==> src/inc/sprc_pkg.sv <==
// Purpose: Shared constants for the scratchpad memory controller.
// Assumes: A 20 MHz core clock.
// Notes: Times are kept in picoseconds so that fractional nanosecond figures stay exact.
`default_nettype none
package sprc_pkg;
  // ====================================================================
  // Geometry
  localparam int unsigned ADDR_W = 6;
  localparam int unsigned WORDS = 64;
  // ====================================================================
  // Timing
  localparam int unsigned CLK_PERIOD_PS = 50000;
  localparam int unsigned SEL_SETUP_PS = 2000;
  localparam int unsigned DATA_SETUP_PS = 7000;
  localparam int unsigned OUT_SETTLE_PS = 7000;
  localparam logic [3:0] SEL_SETUP_CYC = 4'((SEL_SETUP_PS + CLK_PERIOD_PS - 1) / CLK_PERIOD_PS);
  localparam logic [3:0] DATA_SETUP_CYC = 4'((DATA_SETUP_PS + CLK_PERIOD_PS - 1) / CLK_PERIOD_PS);
  localparam logic [3:0] OUT_SETTLE_CYC = 4'((OUT_SETTLE_PS + CLK_PERIOD_PS - 1) / CLK_PERIOD_PS);
  localparam logic [3:0] ONE_CYC = 4'h1;
  localparam logic [3:0] ZERO_CYC = 4'h0;
  typedef enum logic [2:0] {
    SPRC_IDLE, SPRC_SETUP, SPRC_WPULSE, SPRC_RWAIT, SPRC_DONE
  } sprc_state_type;
endpackage : sprc_pkg
`default_nettype wire

==> src/inc/sprc_tmr_if.sv <==
// Purpose: Link between the sequencer and its delay counter.
// Assumes: One clock domain.
// Notes: Load starts a count; expired is high once the count has run out.
`default_nettype none
interface sprc_tmr_if;
  logic load;
  logic [3:0] count;
  logic expired;
  modport owner (output load, output count, input expired);
  modport timer (input load, input count, output expired);
endinterface : sprc_tmr_if
`default_nettype wire

==> src/hw/sprc_timer.sv <==
// Purpose: Down counter that measures waits in whole clock cycles.
// Assumes: Load is a one-cycle pulse.
// Notes: A load of N makes expired rise N cycles after the load edge.
`default_nettype none
module sprc_timer
  import sprc_pkg::*;
(
  input wire logic core_clk_i,
  input wire logic rst_i,
  sprc_tmr_if.timer tmr
);
  logic [3:0] cnt_q;
  logic [3:0] cnt_d;

  always_comb begin
    cnt_d = cnt_q;
    if (tmr.load) begin
      cnt_d = tmr.count;
    end else if (cnt_q != ZERO_CYC) begin
      cnt_d = cnt_q - ONE_CYC;
    end
  end

  always_ff @(posedge core_clk_i or posedge rst_i) begin
    if (rst_i) begin
      cnt_q <= 4'h0;
    end else begin
      cnt_q <= cnt_d;
    end
  end

  // Expired looks only at the count. The sequencer decides load from expired,
  // so a path back through load would close a combinational loop.
  assign tmr.expired = (cnt_q == ZERO_CYC);
endmodule : sprc_timer
`default_nettype wire

==> src/hw/sprc_ctrl.sv <==
// Summary of operation
// RULE1: The memory holds 64 one-bit words, one chosen by full address decode.
// RULE2: The controller drives the binary location index on six address pins.
// RULE3: Read with both selects low and read/write high; the memory drives data.
// RULE4: Reads do not disturb stored bits; repeated reads give the same value.
// RULE5: Write stores data in when both selects low and read/write pulses low.
// RULE6: Start the write pulse only after address valid and selects low 2.0 ns.
// RULE7: Hold data in stable during the final 7.0 ns of the write pulse.
// RULE8: Either select high forces the memory output low.
// RULE9: After a select rises, output falls between 3.0 and 7.0 ns.
// RULE10: After both selects fall, output stays low 3.0 to 7.0 ns before data.
// RULE11: Output is wired-OR capable; deselected parts contribute low.
// RULE12: Two independent active-low selects, e.g. row and column decode.
// RULE13: No location changes while read/write is high or a select is high.
// RULE14: Keep the address stable throughout the write pulse.
//
// Purpose: Controller that drives a 64x1 scratchpad memory through its pins.
// Assumes: Requests are synchronous to core_clk_i; memory data arrives synchronously.
// Notes: One access at a time; a new request is taken only in idle.
`default_nettype none
module sprc_ctrl
  import sprc_pkg::*;
(
  input wire logic core_clk_i,
  input wire logic rst_i,
  input wire logic req_valid_i,
  input wire logic req_write_i,
  input wire logic [ADDR_W-1:0] req_addr_i,
  input wire logic req_wdata_i,
  input wire logic req_row_sel_i,
  input wire logic req_col_sel_i,
  input wire logic mem_dout_i,
  output logic req_ready_o,
  output logic rsp_valid_o,
  output logic rsp_rdata_o,
  output logic [ADDR_W-1:0] mem_addr_o,
  output logic mem_sel_a_n_o,
  output logic mem_sel_b_n_o,
  output logic mem_rw_n_o,
  output logic mem_din_o
);
  // ====================================================================
  // State
  sprc_state_type state_q;
  sprc_state_type state_d;
  logic write_q;
  logic write_d;
  logic [ADDR_W-1:0] addr_q;
  logic [ADDR_W-1:0] addr_d;
  logic din_q;
  logic din_d;
  logic sel_a_n_q;
  logic sel_a_n_d;
  logic sel_b_n_q;
  logic sel_b_n_d;
  logic rw_n_q;
  logic rw_n_d;
  logic ready_q;
  logic ready_d;
  logic rsp_q;
  logic rsp_d;
  logic rdata_q;
  logic rdata_d;

  // One timer serves select setup, pulse width and output settle.
  // These waits never overlap, so a second counter would buy nothing.
  sprc_tmr_if tmr ();

  sprc_timer u_timer (
    .core_clk_i(core_clk_i),
    .rst_i(rst_i),
    .tmr(tmr)
  );

  // ====================================================================
  // Sequencer
  // Selects lead the write pulse, and address and data are frozen from the
  // request edge until the selects are released, so the pulse never sees a
  // moving address or data bit.
  always_comb begin
    state_d = state_q;
    write_d = write_q;
    addr_d = addr_q;
    din_d = din_q;
    sel_a_n_d = sel_a_n_q;
    sel_b_n_d = sel_b_n_q;
    rw_n_d = rw_n_q;
    ready_d = ready_q;
    rsp_d = 1'b0;
    rdata_d = rdata_q;
    tmr.load = 1'b0;
    tmr.count = ZERO_CYC;
    case (state_q)
      SPRC_IDLE: begin
        if (req_valid_i && ready_q) begin
          write_d = req_write_i;
          addr_d = req_addr_i; // RULE2
          din_d = req_wdata_i;
          sel_a_n_d = !req_row_sel_i; // RULE12
          sel_b_n_d = !req_col_sel_i; // RULE12
          rw_n_d = 1'b1; // RULE13
          ready_d = 1'b0;
          tmr.load = 1'b1;
          if (req_write_i) begin
            tmr.count = SEL_SETUP_CYC; // RULE6
            state_d = SPRC_SETUP;
          end else begin
            tmr.count = OUT_SETTLE_CYC; // RULE10
            state_d = SPRC_RWAIT;
          end
        end
      end
      SPRC_SETUP: begin
        // The pulse lasts one load cycle plus the count, which is longer than needed.
        // That is the price of rounding every wait up to whole clock cycles.
        if (tmr.expired) begin
          rw_n_d = 1'b0; // RULE5
          tmr.load = 1'b1;
          tmr.count = DATA_SETUP_CYC; // RULE7
          state_d = SPRC_WPULSE;
        end
      end
      SPRC_WPULSE: begin
        if (tmr.expired) begin
          rw_n_d = 1'b1; // RULE14
          state_d = SPRC_DONE;
        end
      end
      SPRC_RWAIT: begin
        if (tmr.expired) begin
          // A deselected part reads as low on the wired-OR line.
          rdata_d = mem_dout_i; // RULE3 RULE11
          rsp_d = 1'b1;
          state_d = SPRC_DONE;
        end
      end
      SPRC_DONE: begin
        // Selects go high only after read/write is back high, so no location can change.
        sel_a_n_d = 1'b1; // RULE13
        sel_b_n_d = 1'b1; // RULE8
        rsp_d = write_q;
        tmr.load = 1'b1;
        tmr.count = OUT_SETTLE_CYC; // RULE9
        state_d = SPRC_IDLE;
      end
      default: begin
        state_d = SPRC_IDLE;
      end
    endcase
    // Ready returns once the output of the released part has had time to fall.
    if (state_q == SPRC_IDLE && !ready_q && tmr.expired) begin
      ready_d = 1'b1;
    end
  end

  always_ff @(posedge core_clk_i or posedge rst_i) begin
    if (rst_i) begin
      state_q <= SPRC_IDLE;
      write_q <= 1'b0;
      addr_q <= '0;
      din_q <= 1'b0;
      sel_a_n_q <= 1'b1;
      sel_b_n_q <= 1'b1;
      rw_n_q <= 1'b1;
      ready_q <= 1'b0;
      rsp_q <= 1'b0;
      rdata_q <= 1'b0;
    end else begin
      state_q <= state_d;
      write_q <= write_d;
      addr_q <= addr_d;
      din_q <= din_d;
      sel_a_n_q <= sel_a_n_d;
      sel_b_n_q <= sel_b_n_d;
      rw_n_q <= rw_n_d;
      ready_q <= ready_d;
      rsp_q <= rsp_d;
      rdata_q <= rdata_d;
    end
  end

  // ====================================================================
  // Outputs
  assign req_ready_o = ready_q;
  assign rsp_valid_o = rsp_q;
  assign rsp_rdata_o = rdata_q;
  assign mem_addr_o = addr_q;
  assign mem_sel_a_n_o = sel_a_n_q;
  assign mem_sel_b_n_o = sel_b_n_q;
  assign mem_rw_n_o = rw_n_q;
  assign mem_din_o = din_q;
endmodule : sprc_ctrl
`default_nettype wire

==> config.mk <==
export PLATFORM = sky130hd
export DESIGN_NAME = sprc_ctrl
export DESIGN_NICKNAME = d
export VERILOG_FILES = /design/src/inc/sprc_pkg.sv /design/src/inc/sprc_tmr_if.sv /design/src/hw/sprc_timer.sv /design/src/hw/sprc_ctrl.sv
export SDC_FILE = /design/constraint.sdc
export NUM_CORES = 1
export LEC_CHECK = 0
export BUFFER_PORTS_ARGS = -buffer_cell sky130_fd_sc_hd__buf_2
export CAP_MARGIN = 0
export CELL_PAD_IN_SITES_DETAIL_PLACEMENT = 2
export CELL_PAD_IN_SITES_GLOBAL_PLACEMENT = 2
export CORE_MARGIN = 2
export CORE_UTILIZATION = 25
export DETAILED_ROUTE_END_ITERATION = 12
export GPL_ROUTABILITY_DRIVEN = 0
export GPL_TIMING_DRIVEN = 0
export PLACE_DENSITY = 0.66
export SKIP_CTS_REPAIR_TIMING = 1
export SLEW_MARGIN = 10
export SYNTH_ARGS = -nofsm -noshare
export SYNTH_HDL_FRONTEND = slang
export SYNTH_SLANG_ARGS = --single-unit
==> constraint.sdc <==
create_clock -name core_clk_i -period 1.4 [get_ports core_clk_i]
set_input_delay 0.14 -clock core_clk_i [delete_from_list [all_inputs] [get_ports core_clk_i]]
set_output_delay 0.14 -clock core_clk_i [all_outputs]
set_load 0.01 [all_outputs]
# Yosys cells after proc, flatten, opt, wreduce, memory -nomap -nowiden
# Cells that the tools add are included.
[totals]
out_inout_bits = 13
regBits = 21
word_cells = 66
inputBits = 14
[classes]
eq_ne = 8
muxes = 25
addsub = 1
reduce_logical = 21
[op_table]
columns = ["op", "n"]
rows = [
  ["two-way mux 1 bit", 12],
  ["two-way mux 3 bit", 3],
  ["one-hot mux 1 bit (3 select lines)", 3],
  ["one-hot mux 3 bit (3 select lines)", 1],
  ["two-way mux 4 bit", 2],
  ["AND reduction 2 bit", 4],
  ["nonzero test 2 bit", 4],
  ["== test 3 x 2 -> 1 bit (second input constant)", 2],
  ["!= test 2 bit (second input constant)", 3],
  ["one-hot mux 1 bit (2 select lines)", 3],
  ["zero test 4 bit", 1],
  ["AND reduction 4 bit", 1],
  ["nonzero test 4 bit", 1],
  ["subtractor 4 x 1 -> 4 bit (second input constant)", 1],
  ["== test 3 x 1 -> 1 bit (second input constant)", 1],
  ["== test 3 bit (second input constant)", 1],
  ["logical AND 1 bit", 3],
  ["zero test 1 bit", 3],
  ["zero test 3 bit", 1],
  ["AND reduction 3 bit", 1],
  ["nonzero test 3 bit", 1],
  ["two-way mux 2 bit", 1],
  ["!= test 2 x 1 -> 1 bit (second input constant)", 1],
  ["OR reduction 2 bit", 1],
]

# Longest topological paths before layout
[logic_depth]
word_depth = 5
mapped_depth = 6
ltp_nobuf = 5

# Cells and area by module
# A second synthesis with hierarchy kept.
[hier_totals]
hier_cells = 81
area_unflattened_um2 = 1013.5
[by_module_without_submodules]
columns = ["module", "area_each_um2", "seq_area_each_um2", "n_inst", "cells_per_inst"]
rows = [
  ["sprc_ctrl", 777.0, 429.2, 1, 58],
  ["sprc_timer", 236.5, 100.1, 1, 23],
]

# Worst setup path after synthesis
# OpenSTA, ideal clock, no wires.
[synth_timing]
kind = "register to register"
start = "register u_timer.cnt_q[0]"
end = "register rw_n_q, in the netlist mem_rw_n_o"
stages_incl_launch_ff = 7
period_less_slack_ns = 1.522
path_buffers = 1
path_slack_ns = -0.122
required_ns = 1.340
arrival_time_ns = 1.462
setup_ns = 0.060
cell_sequence = "dfrtp_1 > inv_1 > ha_1 > or3b_1 > buf_2 > a211oi_2 > o22a_1"
[synth_via]
elab_chain_len = 3
word_cells_on_any_way = 4
cone_classes = "eq/ne: 2; reduce/logical: 2"
[synth_rtl]
columns = ["element", "line_no", "text"]
rows = [
  ["from (decl)", "sprc_timer.sv:12", "logic [3:0] cnt_q;"],
  ["from (signal assigned)", "sprc_timer.sv:28", "cnt_q <= cnt_d;"],
  ["zero test 4 bit (*)", "sprc_timer.sv:34", "assign tmr.expired = (cnt_q == ZERO_CYC);"],
  ["!= test 2 bit (no line)", "n/a", ""],
  ["AND reduction 4 bit (no line) (*)", "n/a", ""],
  ["to (signal assigned)", "sprc_ctrl.sv:175", "rw_n_q <= rw_n_d;"],
  ["to (decl)", "sprc_ctrl.sv:56", "logic rw_n_q;"],
]
# Mark *: on every way between the ends. The rest lies on a longest branch, timed or not.
# A chain may end at the register's enable or synchronous reset.

# Worst setup path after layout
# Ends and elaborated chain as after synthesis.

==> flow_metrics.tcl <==
set metrics [dict create \
    cts.sink_count 21 \
    first_pass_iters 3 \
    fmax_mhz 642.8 \
    hold_viol_final 0 \
    ir_drop_v 0.0008330 \
    violations "setup timing" \
    synthTopCellsByCount "dfrtp_1 (18), mux2_1 (9), nor2_1 (7)" \
    syn-num-nets 95 \
    path_delay_family "flip-flops" \
    ff2ff_path_depth 6 \
    cp_data_required_time_ns 1.61 \
    critPathBufInv 2 \
    netlist_instances 79 \
    synth_compound_area_share_pct 10.03 \
    die_y_um 65.59 \
    cp-startpoint "u_timer.cnt_q[0]" \
    setup_viol 14 \
    relSlewSlack_pct 44.44 \
    drt_iter0_markers 24 \
    cp-end-kind "flip-flop" \
    synth_top_family_by_area "simple AND/OR/NAND/NOR gates" \
    cts_inserted_buffers 3 \
    synth_seq_cells 21 \
    synth_xor_area_share_pct 0.9235 \
    status "complete, but fails checks" \
    grt_start_max_net_pins 22 \
    yosys-top-cells-area "dfrtp_1 (47%), mux2_1 (11%), dfstp_2 (8.3%)" \
    clock_latency_ns 0.26 \
    p_leak_nw 0.6671 \
    die_w_um 65.59 \
    rsz0062_at_grt "true" \
    cpMaxStageDelayCell "dfrtp_1" \
    rows 22 \
    tritoncts "yes" \
    grt_first_pass_wirelength_um 3898 \
    cts_root_buffer "clkbuf_8" \
    syn_area_um2 948.4 \
    num-fill-cells 396 \
    io_buffers 26 \
    skew_ns 0.002463 \
    cp.arrival_ns 1.77 \
    vias_per_cell 4.685 \
    die_area_um2 4302 \
    slew_violations 0 \
    syn2layout_area_growth_pct 49.60 \
    yosysMostFrequentCell "dfrtp_1" \
    synth_edf_count 0 \
    min_period_over_period_pct 111.1 \
    ios 27 \
    ys.flop_type "dfrtp_1" \
    hpwl_um 1704 \
    multi_input_area_um2 496.7 \
    crit_type "flip-flop to flip-flop" \
    clk_pin_slew_ns 0.08 \
    num_vias 787 \
    setup_ws_ns -0.1557 \
    htree_levels 1 \
    startpoint_type "flip-flop" \
    final_core_util_pct 38.76 \
    ys_seq_area_share_pct 55.80 \
    synth_area_per_cell_um2 12.01 \
    hp-class "input pin to async pin" \
    rrSetupSlack_ns -0.16 \
    route.detailed.drc 0 \
    yosys.area_share.simple_pct 15.17 \
    antenna_found_initial 0 \
    seq_area_um2 531.8 \
    cp_cell_sequence "inv_2 -> ha_4 -> or3b_1 -> buf_6 -> a211oi_2 -> o22a_1" \
    min_period_ns 1.556 \
    path_depth 6 \
    synth.distinct_cells 32 \
    overflow 0 \
    wirelength_um 2769 \
    tightest_slew_ns 0.8325 \
    start_util_pct 25.91 \
    maxCapViolations 0 \
    synth_fa_ha_area_share_pct 2.639 \
    synthArstFlopShare_pct 100.0 \
    cts_buffer_depth 2 \
    final_antenna_net_count 0 \
    final_area_um2 1419 \
    wl_per_cell_um 16.48 \
    nets 137 \
    placed_cell_area_um2 1164 \
    grt_usage_pct 11.96 \
    diodes 0 \
    timing.rr.start "u_timer.cnt_q[0]" \
    yosys_warnings 0 \
    critPathMaxFanout 6 \
    grt_pass1_vias 769 \
    synth_top_area_share_pct 47.49 \
    powerDensity_nw_per_um2 2313 \
    coreArea_um2 3661 \
    synth_top_cell_by_area "dfrtp_1" \
    synthMuxAreaShare_pct 11.74 \
    max_stage_delay_ns 0.42 \
    drive_gt1_share_pct 61.67 \
]
[area by class of cell]
| cell class | instances | area share (%) |
|---|---|---|
| Tap cell | 48 | 4.233 |
| Sequential cell | 21 | 37.48 |
| Buffer | 4 | 2.646 |
| Clock inverter | 1 | 0.3527 |
| Multi-Input combinational cell | 51 | 35.01 |
| Inverter | 3 | 0.7937 |
| Timing Repair Buffer | 37 | 16.58 |
| Clock buffer | 3 | 2.910 |
[flip-flops by register name (all words and copies together) (netlist names)]
name and cells:
mem_rw_n_o 1, rsp_rdata_o 1, mem_sel_b_n_o 1, req_ready_o 1, rsp_valid_o 1, mem_addr_o 6
mem_sel_a_n_o 1, u_timer.cnt_q 4, write_q 1, mem_din_o 1, state_q 3
[layout by cell type (no fill, tap or decap), types with 2 or more instances in the layout]
master	netlist	layout
a21oi_1	2	2
o22a_1	2	2
nor3_1	4	3
nand2_1	3	3
dfrtp_1	18	16
buf_2	1	26
nor2_1	7	6
clkbuf_8	0	3
inv_2	0	2
a211oi_1	2	2
nand3_1	2	2
buf_6	0	4
dfrtp_2	0	2
dfstp_2	3	3
buf_4	2	9
mux2_4	0	9
[kinds of logic (layout without fill, tap and decap cells)]
family	Yosys count	after routing
simple gates	26	26
flops	21	21
compound gates	12	12
mux	10	10
buf+inv	7	48
fa+ha+maj	2	2
xor+xnor	1	1
[metal layers]
layer,vias to the layer above,routed length (µm),track usage [%]
met2,15,1524,19.77
met1,405,1154,15.43
met3,4,65,3.253
met5,-,0,0
li1,363,-,-
met4,0,23,3.125
[power breakdown]
| group | switching [W] | internal [W] | leakage, nW |
|---|---|---|---|
| Clock | 0.000209 | 0.000199 | 0.0255 |
| Sequential | 0.000253 | 0.000925 | 0.249 |
| Combinational | 0.000733 | 0.000963 | 0.392 |
[path summary, 6_finish.rpt]
| check | end |
|---|---|
| setup / recovery | mem_rw_n_o |
| hold / removal | u_timer.cnt_q[1] |
| setup reg to reg | mem_rw_n_o |
| hold reg to reg | mem_din_o |
| max in group asynchronous | state_q[0] |
| min in group core_clk_i | mem_addr_o[4] |
[through the flow]
stage / total power [W] / setup TNS, ns / setup WS [ns] / hold slack [ns] / cells
floorplan: 0.001917 / -0.01855 / -0.01855 / 0.1143 / 79
global placement: 0.002243 / -1.145 / -0.1372 / 0.2770 / 153
detailed placement: 0.002331 / -1.976 / -0.2537 / 0.2831 / 153
CTS: 0.002779 / -2.579 / -0.2668 / -0.005967 / 157
global route: 0.003512 / -1.847 / -0.2034 / 0.08622 / 168
finish: 0.003282 / -1.173 / -0.1557 / 0.02920 / 168
Note: power is estimated with default switching activity, not from simulation.
